### src/hdl/eth_dma_diag_cfg.svh
// Offsets, field positions and timing counts for the diagnostic registers.
`ifndef ETH_DMA_DIAG_CFG_SVH
`define ETH_DMA_DIAG_CFG_SVH

`define ADDR_W                 16
`define OFF_MISSED_FRAMES      16'h1020
`define OFF_RX_WATCHDOG        16'h1024
`define OFF_BUS_MASTER_STATUS  16'h102c
`define OFF_CUR_TX_DESC        16'h1048
`define OFF_IRQ_STATUS         16'h1080
`define OFF_IRQ_ENABLE         16'h1084
`define OFF_IRQ_CLEAR          16'h1088

`define NB_CNT_LSB             0
`define NB_CNT_W               16
`define NB_WRAP_BIT            16
`define ID_CNT_LSB             17
`define ID_CNT_W               11
`define ID_WRAP_BIT            28
`define BUS_ACTIVE_BIT         0

`define WDG_COUNT_W            8
`define WDG_UNIT_CYCLES        256
`define WDG_PRESCALE_W         8

`define IRQ_W                  4
`define IRQ_WDG_EXPIRED        0
`define IRQ_NB_WRAP            1
`define IRQ_ID_WRAP            2
`define IRQ_RX_DONE            3

`endif

### src/hdl/eth_dma_diag_pkg.sv
// Types shared by the diagnostic register block and its submodules.
package eth_dma_diag_pkg;

    typedef struct packed {
        logic        rx_done;
        logic        irq_suppress;
        logic        overflow_drop;
        logic        runt_drop;
        logic        no_buffer_drop;
    } rx_event_s;

    typedef struct packed {
        logic [15:0] addr;
        logic [31:0] wdata;
        logic        wr;
        logic        rd;
    } reg_req_s;

    typedef enum logic [1:0] {
        WDG_IDLE,
        WDG_RUN,
        WDG_HALT
    } wdg_state_e;

endpackage : eth_dma_diag_pkg

### src/hdl/eth_dma_diag_status_regs.sv
// Missed-frame counters, receive watchdog and DMA status registers.
//
// Chosen here: strobed register access.
`timescale 1ns/1ps
`include "eth_dma_diag_cfg.svh"

// Behaviour
// - An 11-bit internal-drop count reads in bits 27:17, zeroed on read.
// - That count advances on overflow drops and on dropped runt frames.
// - Bit 28 flags that the internal-drop count has wrapped.
// - A 16-bit no-buffer missed count reads in bits 15:0, zeroed on read.
// - Bit 16 flags that the no-buffer count has wrapped.
// - The watchdog runs only while its 8-bit count is non-zero.
// - The timeout is the programmed count times 256 clock cycles.
// - The watchdog starts when a frame with a suppressed interrupt ends.
// - On expiry the receive interrupt flag is set and the watchdog halts.
// - A frame that sets the receive interrupt flag resets the watchdog.
// - Read-only bit 0 reads 1 while the bus master interface is busy.
// - A read-only 32-bit register holds the current tx descriptor address.
// - That pointer clears on reset and ignores software writes.
module eth_dma_diag_status_regs (
    input  wire logic                          ref_clk_i,
    input  wire logic                          rst_i,
    input  wire logic [`ADDR_W-1:0]            reg_addr_i,
    input  wire logic [31:0]                   reg_wdata_i,
    input  wire logic                          reg_wr_i,
    input  wire logic                          reg_rd_i,
    output logic [31:0]                        reg_rdata_o,
    input  wire eth_dma_diag_pkg::rx_event_s   rx_event_i,
    input  wire logic                          master_bus_active_i,
    input  wire logic                          tx_desc_load_i,
    input  wire logic [31:0]                   tx_desc_addr_i,
    output logic                               receive_interrupt_set_o,
    output logic                               irq_o
);

    logic [31:0]             rdata_ff;
    logic [31:0]             nxt_rdata;
    logic [`WDG_COUNT_W-1:0] rx_watchdog_count_ff;
    logic [`WDG_COUNT_W-1:0] nxt_rx_watchdog_count;
    logic [31:0]             tx_descriptor_pointer_ff;
    logic [31:0]             nxt_tx_descriptor_pointer;
    logic                    master_bus_active_ff;
    logic                    nxt_master_bus_active;
    logic                    rx_irq_set_ff;
    logic                    nxt_rx_irq_set;
    logic [`IRQ_W-1:0]       irq_status_ff;
    logic [`IRQ_W-1:0]       nxt_irq_status;
    logic [`IRQ_W-1:0]       irq_enable_ff;
    logic [`IRQ_W-1:0]       nxt_irq_enable;

    logic                      missed_read;
    logic [`NB_CNT_W-1:0]      no_buffer_drop_count;
    logic                      no_buffer_drop_count_wrapped;
    logic                      nb_wrap_pulse;
    logic [`ID_CNT_W-1:0]      internal_drop_count;
    logic                      internal_drop_count_wrapped;
    logic                      id_wrap_pulse;
    logic                      wdg_expire;
    logic                      wdg_start;
    logic                      wdg_restart;
    logic                      desc_irq_frame;
    logic [`IRQ_W-1:0]         irq_events;

    function automatic logic hit(input logic [`ADDR_W-1:0] a,
                                 input logic [`ADDR_W-1:0] off);
        hit = (a == off);
    endfunction : hit

    assign missed_read = reg_rd_i && hit(reg_addr_i, `OFF_MISSED_FRAMES);

    drop_counter #(
        .W (`NB_CNT_W)
    ) u_no_buffer_cnt (
        .ref_clk_i    (ref_clk_i),
        .rst_i        (rst_i),
        .inc_i        ({1'b0, rx_event_i.no_buffer_drop}),
        .clear_i      (missed_read),
        .count_o      (no_buffer_drop_count),
        .wrapped_o    (no_buffer_drop_count_wrapped),
        .wrap_pulse_o (nb_wrap_pulse)
    );

    drop_counter #(
        .W (`ID_CNT_W)
    ) u_internal_cnt (
        .ref_clk_i    (ref_clk_i),
        .rst_i        (rst_i),
        .inc_i        ({rx_event_i.overflow_drop,
                        rx_event_i.runt_drop}),
        .clear_i      (missed_read),
        .count_o      (internal_drop_count),
        .wrapped_o    (internal_drop_count_wrapped),
        .wrap_pulse_o (id_wrap_pulse)
    );

    // A frame that completes with its interrupt suppressed arms the timer.
    assign wdg_start      = rx_event_i.rx_done
                            && rx_event_i.irq_suppress;
    assign desc_irq_frame = rx_event_i.rx_done && !rx_event_i.irq_suppress;
    assign wdg_restart    = desc_irq_frame;

    rx_watchdog #(
        .CW (`WDG_COUNT_W)
    ) u_watchdog (
        .ref_clk_i (ref_clk_i),
        .rst_i     (rst_i),
        .count_i   (rx_watchdog_count_ff),
        .start_i   (wdg_start),
        .restart_i (wdg_restart),
        .expire_o  (wdg_expire),
        .running_o ()
    );

    assign irq_events = {desc_irq_frame | wdg_expire, id_wrap_pulse,
                         nb_wrap_pulse, wdg_expire};

    always_comb begin
        nxt_rx_watchdog_count     = rx_watchdog_count_ff;
        nxt_tx_descriptor_pointer = tx_descriptor_pointer_ff;
        nxt_master_bus_active     = master_bus_active_i;
        nxt_rx_irq_set            = desc_irq_frame | wdg_expire;
        nxt_irq_enable            = irq_enable_ff;
        nxt_irq_status            = irq_status_ff;
        if (reg_wr_i && hit(reg_addr_i, `OFF_RX_WATCHDOG)) begin
            nxt_rx_watchdog_count = reg_wdata_i[`WDG_COUNT_W-1:0];
        end
        if (reg_wr_i && hit(reg_addr_i, `OFF_IRQ_ENABLE)) begin
            nxt_irq_enable = reg_wdata_i[`IRQ_W-1:0];
        end
        if (reg_wr_i && hit(reg_addr_i, `OFF_IRQ_CLEAR)) begin
            nxt_irq_status = irq_status_ff & ~reg_wdata_i[`IRQ_W-1:0];
        end
        // Set after clear so a same-cycle event survives the clear.
        nxt_irq_status = nxt_irq_status | irq_events;
        // Only the DMA moves the pointer; register writes never reach it.
        if (tx_desc_load_i) begin
            nxt_tx_descriptor_pointer = tx_desc_addr_i;
        end
    end

    always_comb begin
        nxt_rdata = '0;
        if (reg_rd_i) begin
            unique case (reg_addr_i)
                `OFF_MISSED_FRAMES: begin
                    nxt_rdata[`NB_CNT_LSB +: `NB_CNT_W] =
                        no_buffer_drop_count;
                    nxt_rdata[`NB_WRAP_BIT] =
                        no_buffer_drop_count_wrapped;
                    nxt_rdata[`ID_CNT_LSB +: `ID_CNT_W] =
                        internal_drop_count;
                    nxt_rdata[`ID_WRAP_BIT] =
                        internal_drop_count_wrapped;
                end
                `OFF_RX_WATCHDOG: begin
                    nxt_rdata[`WDG_COUNT_W-1:0] = rx_watchdog_count_ff;
                end
                `OFF_BUS_MASTER_STATUS: begin
                    nxt_rdata[`BUS_ACTIVE_BIT] = master_bus_active_ff;
                end
                `OFF_CUR_TX_DESC: begin
                    nxt_rdata = tx_descriptor_pointer_ff;
                end
                `OFF_IRQ_STATUS: begin
                    nxt_rdata[`IRQ_W-1:0] = irq_status_ff;
                end
                `OFF_IRQ_ENABLE: begin
                    nxt_rdata[`IRQ_W-1:0] = irq_enable_ff;
                end
                default: begin
                    nxt_rdata = '0;
                end
            endcase
        end
    end

    always_ff @(posedge ref_clk_i or posedge rst_i) begin
        if (rst_i) begin
            rdata_ff                 <= '0;
            rx_watchdog_count_ff     <= '0;
            tx_descriptor_pointer_ff <= '0;
            master_bus_active_ff     <= 1'b0;
            rx_irq_set_ff            <= 1'b0;
            irq_status_ff            <= '0;
            irq_enable_ff            <= '0;
        end else begin
            rdata_ff                 <= nxt_rdata;
            rx_watchdog_count_ff     <= nxt_rx_watchdog_count;
            tx_descriptor_pointer_ff <= nxt_tx_descriptor_pointer;
            master_bus_active_ff     <= nxt_master_bus_active;
            rx_irq_set_ff            <= nxt_rx_irq_set;
            irq_status_ff            <= nxt_irq_status;
            irq_enable_ff            <= nxt_irq_enable;
        end
    end

    assign reg_rdata_o             = rdata_ff;
    assign receive_interrupt_set_o = rx_irq_set_ff;
    assign irq_o                   = |(irq_status_ff & irq_enable_ff);

endmodule : eth_dma_diag_status_regs

### src/hdl/drop_counter.sv
// Saturation-free event counter with sticky wrap flag and clear-on-read.
`timescale 1ns/1ps
`include "eth_dma_diag_cfg.svh"

module drop_counter #(
    parameter int W = 16
) (
    input  wire logic         ref_clk_i,
    input  wire logic         rst_i,
    input  wire logic [1:0]   inc_i,
    input  wire logic         clear_i,
    output logic [W-1:0]      count_o,
    output logic              wrapped_o,
    output logic              wrap_pulse_o
);

    logic [W-1:0] count_ff;
    logic [W-1:0] nxt_count;
    logic         wrapped_ff;
    logic         nxt_wrapped;
    logic [W:0]   sum;

    // Events in the read cycle start the new count, so none is lost.
    always_comb begin
        sum = {1'b0, (clear_i ? {W{1'b0}} : count_ff)} + (W+1)'(inc_i[0])
              + (W+1)'(inc_i[1]);
        nxt_count    = sum[W-1:0];
        wrap_pulse_o = sum[W];
        nxt_wrapped  = (clear_i ? 1'b0 : wrapped_ff) | sum[W];
    end

    always_ff @(posedge ref_clk_i or posedge rst_i) begin
        if (rst_i) begin
            count_ff   <= '0;
            wrapped_ff <= 1'b0;
        end else begin
            count_ff   <= nxt_count;
            wrapped_ff <= nxt_wrapped;
        end
    end

    assign count_o   = count_ff;
    assign wrapped_o = wrapped_ff;

endmodule : drop_counter

### src/hdl/rx_watchdog.sv
// Receive interrupt watchdog: prescaler, countdown and expiry pulse.
`timescale 1ns/1ps
`include "eth_dma_diag_cfg.svh"

module rx_watchdog #(
    parameter int CW = `WDG_COUNT_W
) (
    input  wire logic          ref_clk_i,
    input  wire logic          rst_i,
    input  wire logic [CW-1:0] count_i,
    input  wire logic          start_i,
    input  wire logic          restart_i,
    output logic               expire_o,
    output logic               running_o
);

    localparam int PW = `WDG_PRESCALE_W;
    localparam logic [PW-1:0] PRE_LAST = PW'(`WDG_UNIT_CYCLES - 1);

    eth_dma_diag_pkg::wdg_state_e state_ff;
    eth_dma_diag_pkg::wdg_state_e nxt_state;
    logic [PW-1:0] pre_ff;
    logic [PW-1:0] nxt_pre;
    logic [CW-1:0] units_ff;
    logic [CW-1:0] nxt_units;
    logic          tick;

    always_comb begin
        nxt_state = state_ff;
        nxt_pre   = pre_ff;
        nxt_units = units_ff;
        expire_o  = 1'b0;
        tick      = (pre_ff == PRE_LAST);
        unique case (state_ff)
            eth_dma_diag_pkg::WDG_IDLE,
            eth_dma_diag_pkg::WDG_HALT: begin
                nxt_pre = '0;
            end
            eth_dma_diag_pkg::WDG_RUN: begin
                nxt_pre = tick ? '0 : pre_ff + PW'(1);
                if (tick) begin
                    nxt_units = units_ff - CW'(1);
                    if (units_ff == CW'(1)) begin
                        expire_o  = 1'b1;
                        nxt_state = eth_dma_diag_pkg::WDG_HALT;
                    end
                end
            end
        endcase
        // Timeout is count times 256 cycles from the start event.
        if (start_i && count_i != '0) begin
            nxt_state = eth_dma_diag_pkg::WDG_RUN;
            nxt_pre   = '0;
            nxt_units = count_i;
            expire_o  = 1'b0;
        end
        if (restart_i || count_i == '0) begin
            nxt_state = eth_dma_diag_pkg::WDG_IDLE;
            nxt_pre   = '0;
        end
    end

    always_ff @(posedge ref_clk_i or posedge rst_i) begin
        if (rst_i) begin
            state_ff <= eth_dma_diag_pkg::WDG_IDLE;
            pre_ff   <= '0;
            units_ff <= '0;
        end else begin
            state_ff <= nxt_state;
            pre_ff   <= nxt_pre;
            units_ff <= nxt_units;
        end
    end

    assign running_o = (state_ff == eth_dma_diag_pkg::WDG_RUN);

endmodule : rx_watchdog

### config.mk
export PLATFORM = sky130hd
export DESIGN_NAME = eth_dma_diag_status_regs
export DESIGN_NICKNAME = d
export VERILOG_FILES = /design/src/hdl/eth_dma_diag_pkg.sv /design/src/hdl/eth_dma_diag_status_regs.sv /design/src/hdl/drop_counter.sv /design/src/hdl/rx_watchdog.sv
export VERILOG_INCLUDE_DIRS = /design/src /design/src/hdl
export SDC_FILE = /design/constraint.sdc
export NUM_CORES = 1
export LEC_CHECK = 0
export BUFFER_PORTS_ARGS = -buffer_cell sky130_fd_sc_hd__buf_2
export CORE_ASPECT_RATIO = 1.75
export CORE_UTILIZATION = 50
export CTS_CLUSTER_DIAMETER = 100
export DETAILED_ROUTE_END_ITERATION = 10
export PLACE_DENSITY = 0.74
export SETUP_SLACK_MARGIN = 0.05
export SYNTH_ARGS = -nofsm -noshare
export SYNTH_HDL_FRONTEND = slang
export SYNTH_SLANG_ARGS = --single-unit
export TNS_END_PERCENT = 5
### constraint.sdc
create_clock -name ref_clk_i -period 5.15 [get_ports ref_clk_i]
set_input_delay 0.2575 -clock ref_clk_i [delete_from_list [all_inputs] [get_ports ref_clk_i]]
set_output_delay 0.2575 -clock ref_clk_i [all_outputs]
set_load 0.05 [all_outputs]
==> run_results.csv <==
group,metric,value,unit
outcome,status,"finished clean",
layout,final_cell_area,6910,sq um
route,wirelength,13700,um
logic_synthesis,synth-adder-area-share,1.66,%
logic_synthesis,synth_xor_area_share,5.03,%
layout,finalNetCount,675,
floorplan,num_rows,51,
setup_path,crit_path_start,"reg_addr_i[13]",
timing,fmax,0.334,GHz
cts,clock_path_buffers,2,
setup_path,cp-start-kind,"input port",
pwr,power_leakage,3.27,nW
global_route,antenna_found_initial,0,
layout,multi_input_area,2380,sq um
cts,clkLatencyLatePin,0.41,ns
layout,area_growth_syn_to_layout,20.2,%
cts,post_cts_resized,0,
logic_synthesis,synth_area_leader_cell,"dfrtp_1",
setup_path,crit_fanout,46,
timing,hold_ws,0.0746,ns
setup_path,worstReg2RegStart,"rx_watchdog_count_ff[5]$_DFFE_PP0P_",
logic_synthesis,synth-edff-count,0,
global_route,grt_max_degree,88,
place,gp_congestion,0.886,
logic_synthesis,syn-num-nets,570,
timing,finalSetupViolCount,0,
setup_path,crit_arrival,3.29,ns
route,drc_errors,0,
place,dp_slack,1.81,ns
cts,cts_sinks,129,
logic_synthesis,synth_top_family_by_area,"simple AND/OR/NAND/NOR gates",
setup_path,r2r_slack,3.00,ns
place,dpl_cell_area,6340,sq um
layout,diodes,0,
floorplan,die_w,83.0,um
cts,clockRootBuffer,"clkbuf_16",
floorplan,die-area,11900,sq um
timing,min_period_over_period,58.1,%
route,dr.pass1.iters,8,
logic_synthesis,synth_mux_area_share,9.17,%
timing,tightestPinTransition,1.06,ns
floorplan,die_y,144,um
timing,finalCriticalPeriod,2.99,ns
cts,tritoncts,"done",
timing,finalMaxSlewViolations,0,
route,vias_per_cell,5.89,
logic_synthesis,synth_area,5740,sq um
global_route,grt_first_pass_wirelength,22400,um
layout,seqCellArea,3230,sq um
layout,fillCellCount,908,
place,io_buffers,100,
logic_synthesis,ys.warnings.count,0,
layout,final_layout_size_suffix_gt1_share,32.9,%
setup_path,worstPathRequired,5.45,ns
timing,rsz0062_at_grt,"no",
timing,finalSetupTns,0,ns
timing,worst_clock_skew,0.00672,ns
setup_path,reg2regPathDepth,4,
logic_synthesis,ys_ff_latch,129,
place,hpwlAfterDp,9390,um
flow_run,cap_violations,0,
logic_synthesis,synthArstFlopShare,100,%
min_path,hold_class,"input port to register",
floorplan,core_area,11200,sq um
global_route,grt_pass1_vias,4546,
timing,setup_ws,2.16,ns
timing,max_slew_margin,29.3,%
logic_synthesis,ys_top_cells_by_area,"dfrtp_1 (56%), mux2_2 (8.8%), a22o_1 (4.0%), xor2_1 (2.9%), nor2_1 (2.8%)",
setup_path,rr_endpoint,"u_watchdog.units_ff[7]$_DFFE_PP0P_",
logic_synthesis,postSynthCellCount,472,
floorplan,initial_core_util,51.4,%
timing,hold_violations,0,
global_route,overflow,0,
route,detail-route-antenna-nets,0,
floorplan,io_pins,125,
logic_synthesis,synth_top_flop_cell,"dfrtp_1",
cts,cts_buffers,17,
route,drtIter0Drc,285,
global_route,gr-usage-all-layers,24.3,%
route,vias,4250,
route,drt-wirelength-per-cell,18.9,um
pwr,power.density,371,nW/um^2
min_path,worstHoldStart,"tx_desc_addr_i[22]",
pwr,vdd_ir_drop_max,0.325,mV
logic_synthesis,syn_area_per_cell,12.2,sq um
cts,clkSlewWorstSetupHoldPaths,0.06,ns
logic_synthesis,yosysSeqAreaShare,56.2,%
logic_synthesis,synth-simple-area-share,16.0,%
logic_synthesis,synth_cell_type_count,50,
logic_synthesis,netlist.area_leader.share,56.2,%
cts,cts.htree.levels,4,
setup_path,endpoint_kind,"register",
setup_path,path_class,"input port to register",
setup_path,crit_path_end,"u_no_buffer_cnt.wrapped_o$_DFF_PP0_",
logic_synthesis,synth_compound_area_share,9.48,%
==> report_power, final <==
part | internal, mW | switching (mW)
Combinational | 0.111 | 0.126
Sequential | 1.10 | 0.0927
Clock | 0.704 | 0.430
==> synth_stat cells (all sizes together) (6+ instances only) <==
cell / n
nor4: 13
o21ai: 6
nor2: 43
nor3: 8
ha: 6
xor2: 19
or4b: 7
a22oi: 9
nand3: 16
a21oi: 9
nand2: 23
dfrtp: 129
nand4: 10
nor2b: 6
inv: 11
and3: 10
buf: 14
a22o: 26
xnor2: 14
mux2: 45
==> worst max-delay path, stage by stage <==
cell,delay (ns)
buf_2,0.09
or4b_1,0.78
nor2_1,0.26
and3_1,0.19
buf_4,0.42
nor2b_1,0.10
ha_1,0.23
ha_1,0.23
and4_1,0.30
nand2_1,0.12
nor2_1,0.06
a31o_2,0.24
==> final cells by class <==
cell class | instances | share of cell area, %
clock inverter | 11 | 1.68
clock buffer | 20 | 6.32
timing repair buffer | 105 | 7.83
tap | 132 | 2.39
inverter | 11 | 0.634
multi-input combinational | 313 | 34.4
sequential | 129 | 46.7
==> placed cells by master, fill, tap and decap left out, types with 6 or more instances in the layout <==
cell and instances:
xor2_1 19, xnor2_1 14, ha_1 6, nand4_1 10, nand3_1 16, a22o_1 26
mux2_2 45, a22oi_1 9, o21ai_0 6, nand2_1 22, nor3_1 8, nor2b_1 6
a21oi_1 9, buf_2 100, dfrtp_1 129, nor4_1 6, inv_1 10, clkbuf_16 17
and3_1 10, nor2_1 43
==> metal layers <==
metal	routed length, um	GRT usage [%]	up-vias
li1	-	-	1933
met1	5060	26.2	2131
met2	7630	44.3	148
met3	516	5.34	38
met4	441	12.3	0
met5	0	0	-
==> worst min path at each step <==
stage	end	slack, ns	depth (start not counted)
2_1_floorplan	master_bus_active_ff$_DFF_PP0_	0.29	0
3_3_place_gp	master_bus_active_ff$_DFF_PP0_	0.38	1
3_5_place_dp	master_bus_active_ff$_DFF_PP0_	0.38	1
4_1_cts	tx_descriptor_pointer_ff[22]$_DFFE_PP0P_	0.07	2
5_1_grt	tx_descriptor_pointer_ff[17]$_DFFE_PP0P_	0.07	2
6_report	tx_descriptor_pointer_ff[22]$_DFFE_PP0P_	0.07	2
==> sequential cells by signal (all words and copies together) (netlist names) <==
signal                     flops
u_internal_cnt.count_o        11
irq_status_ff                  4
u_no_buffer_cnt.count_o       16
receive_interrupt_set_o        1
reg_rdata_o                   32
tx_descriptor_pointer_ff      32
irq_enable_ff                  4
u_watchdog.units_ff            8
u_internal_cnt.wrapped_o       1
u_watchdog.pre_ff              8
rx_watchdog_count_ff           8
master_bus_active_ff           1
u_watchdog.state_ff            2
u_no_buffer_cnt.wrapped_o      1
==> through the flow <==
stage / cells / power, mW / util (%)
5_1_grt: 721 / 2.67 / 61.8
3_5_place_dp: 689 / 1.44 / 56.8
2_1_floorplan: 472 / 1.35 / -
4_1_cts: 721 / 2.58 / 61.8
3_3_place_gp: 689 / 1.42 / 56.8
6_report: 721 / 2.56 / 61.8
==> timing repair <==
| action | in CTS | in global routing |
|---|---|---|
| hold endpoints to repair | 1 | 0 |
| setup buffers | 0 | 0 |
| hold buffers | 1 | 0 |
==> kinds of logic (layout without fill, tap and decap cells) <==
logic type,Yosys count,in the layout
muxes,47,47
and+or+nand+nor,155,155
xor gates and xnor gates,33,33
adders and majority gates,7,7
DFF,129,129
buffers and inverters,30,147
AOI/OAI and AO/OA,71,71
Power figures use the tool's default switching activity.
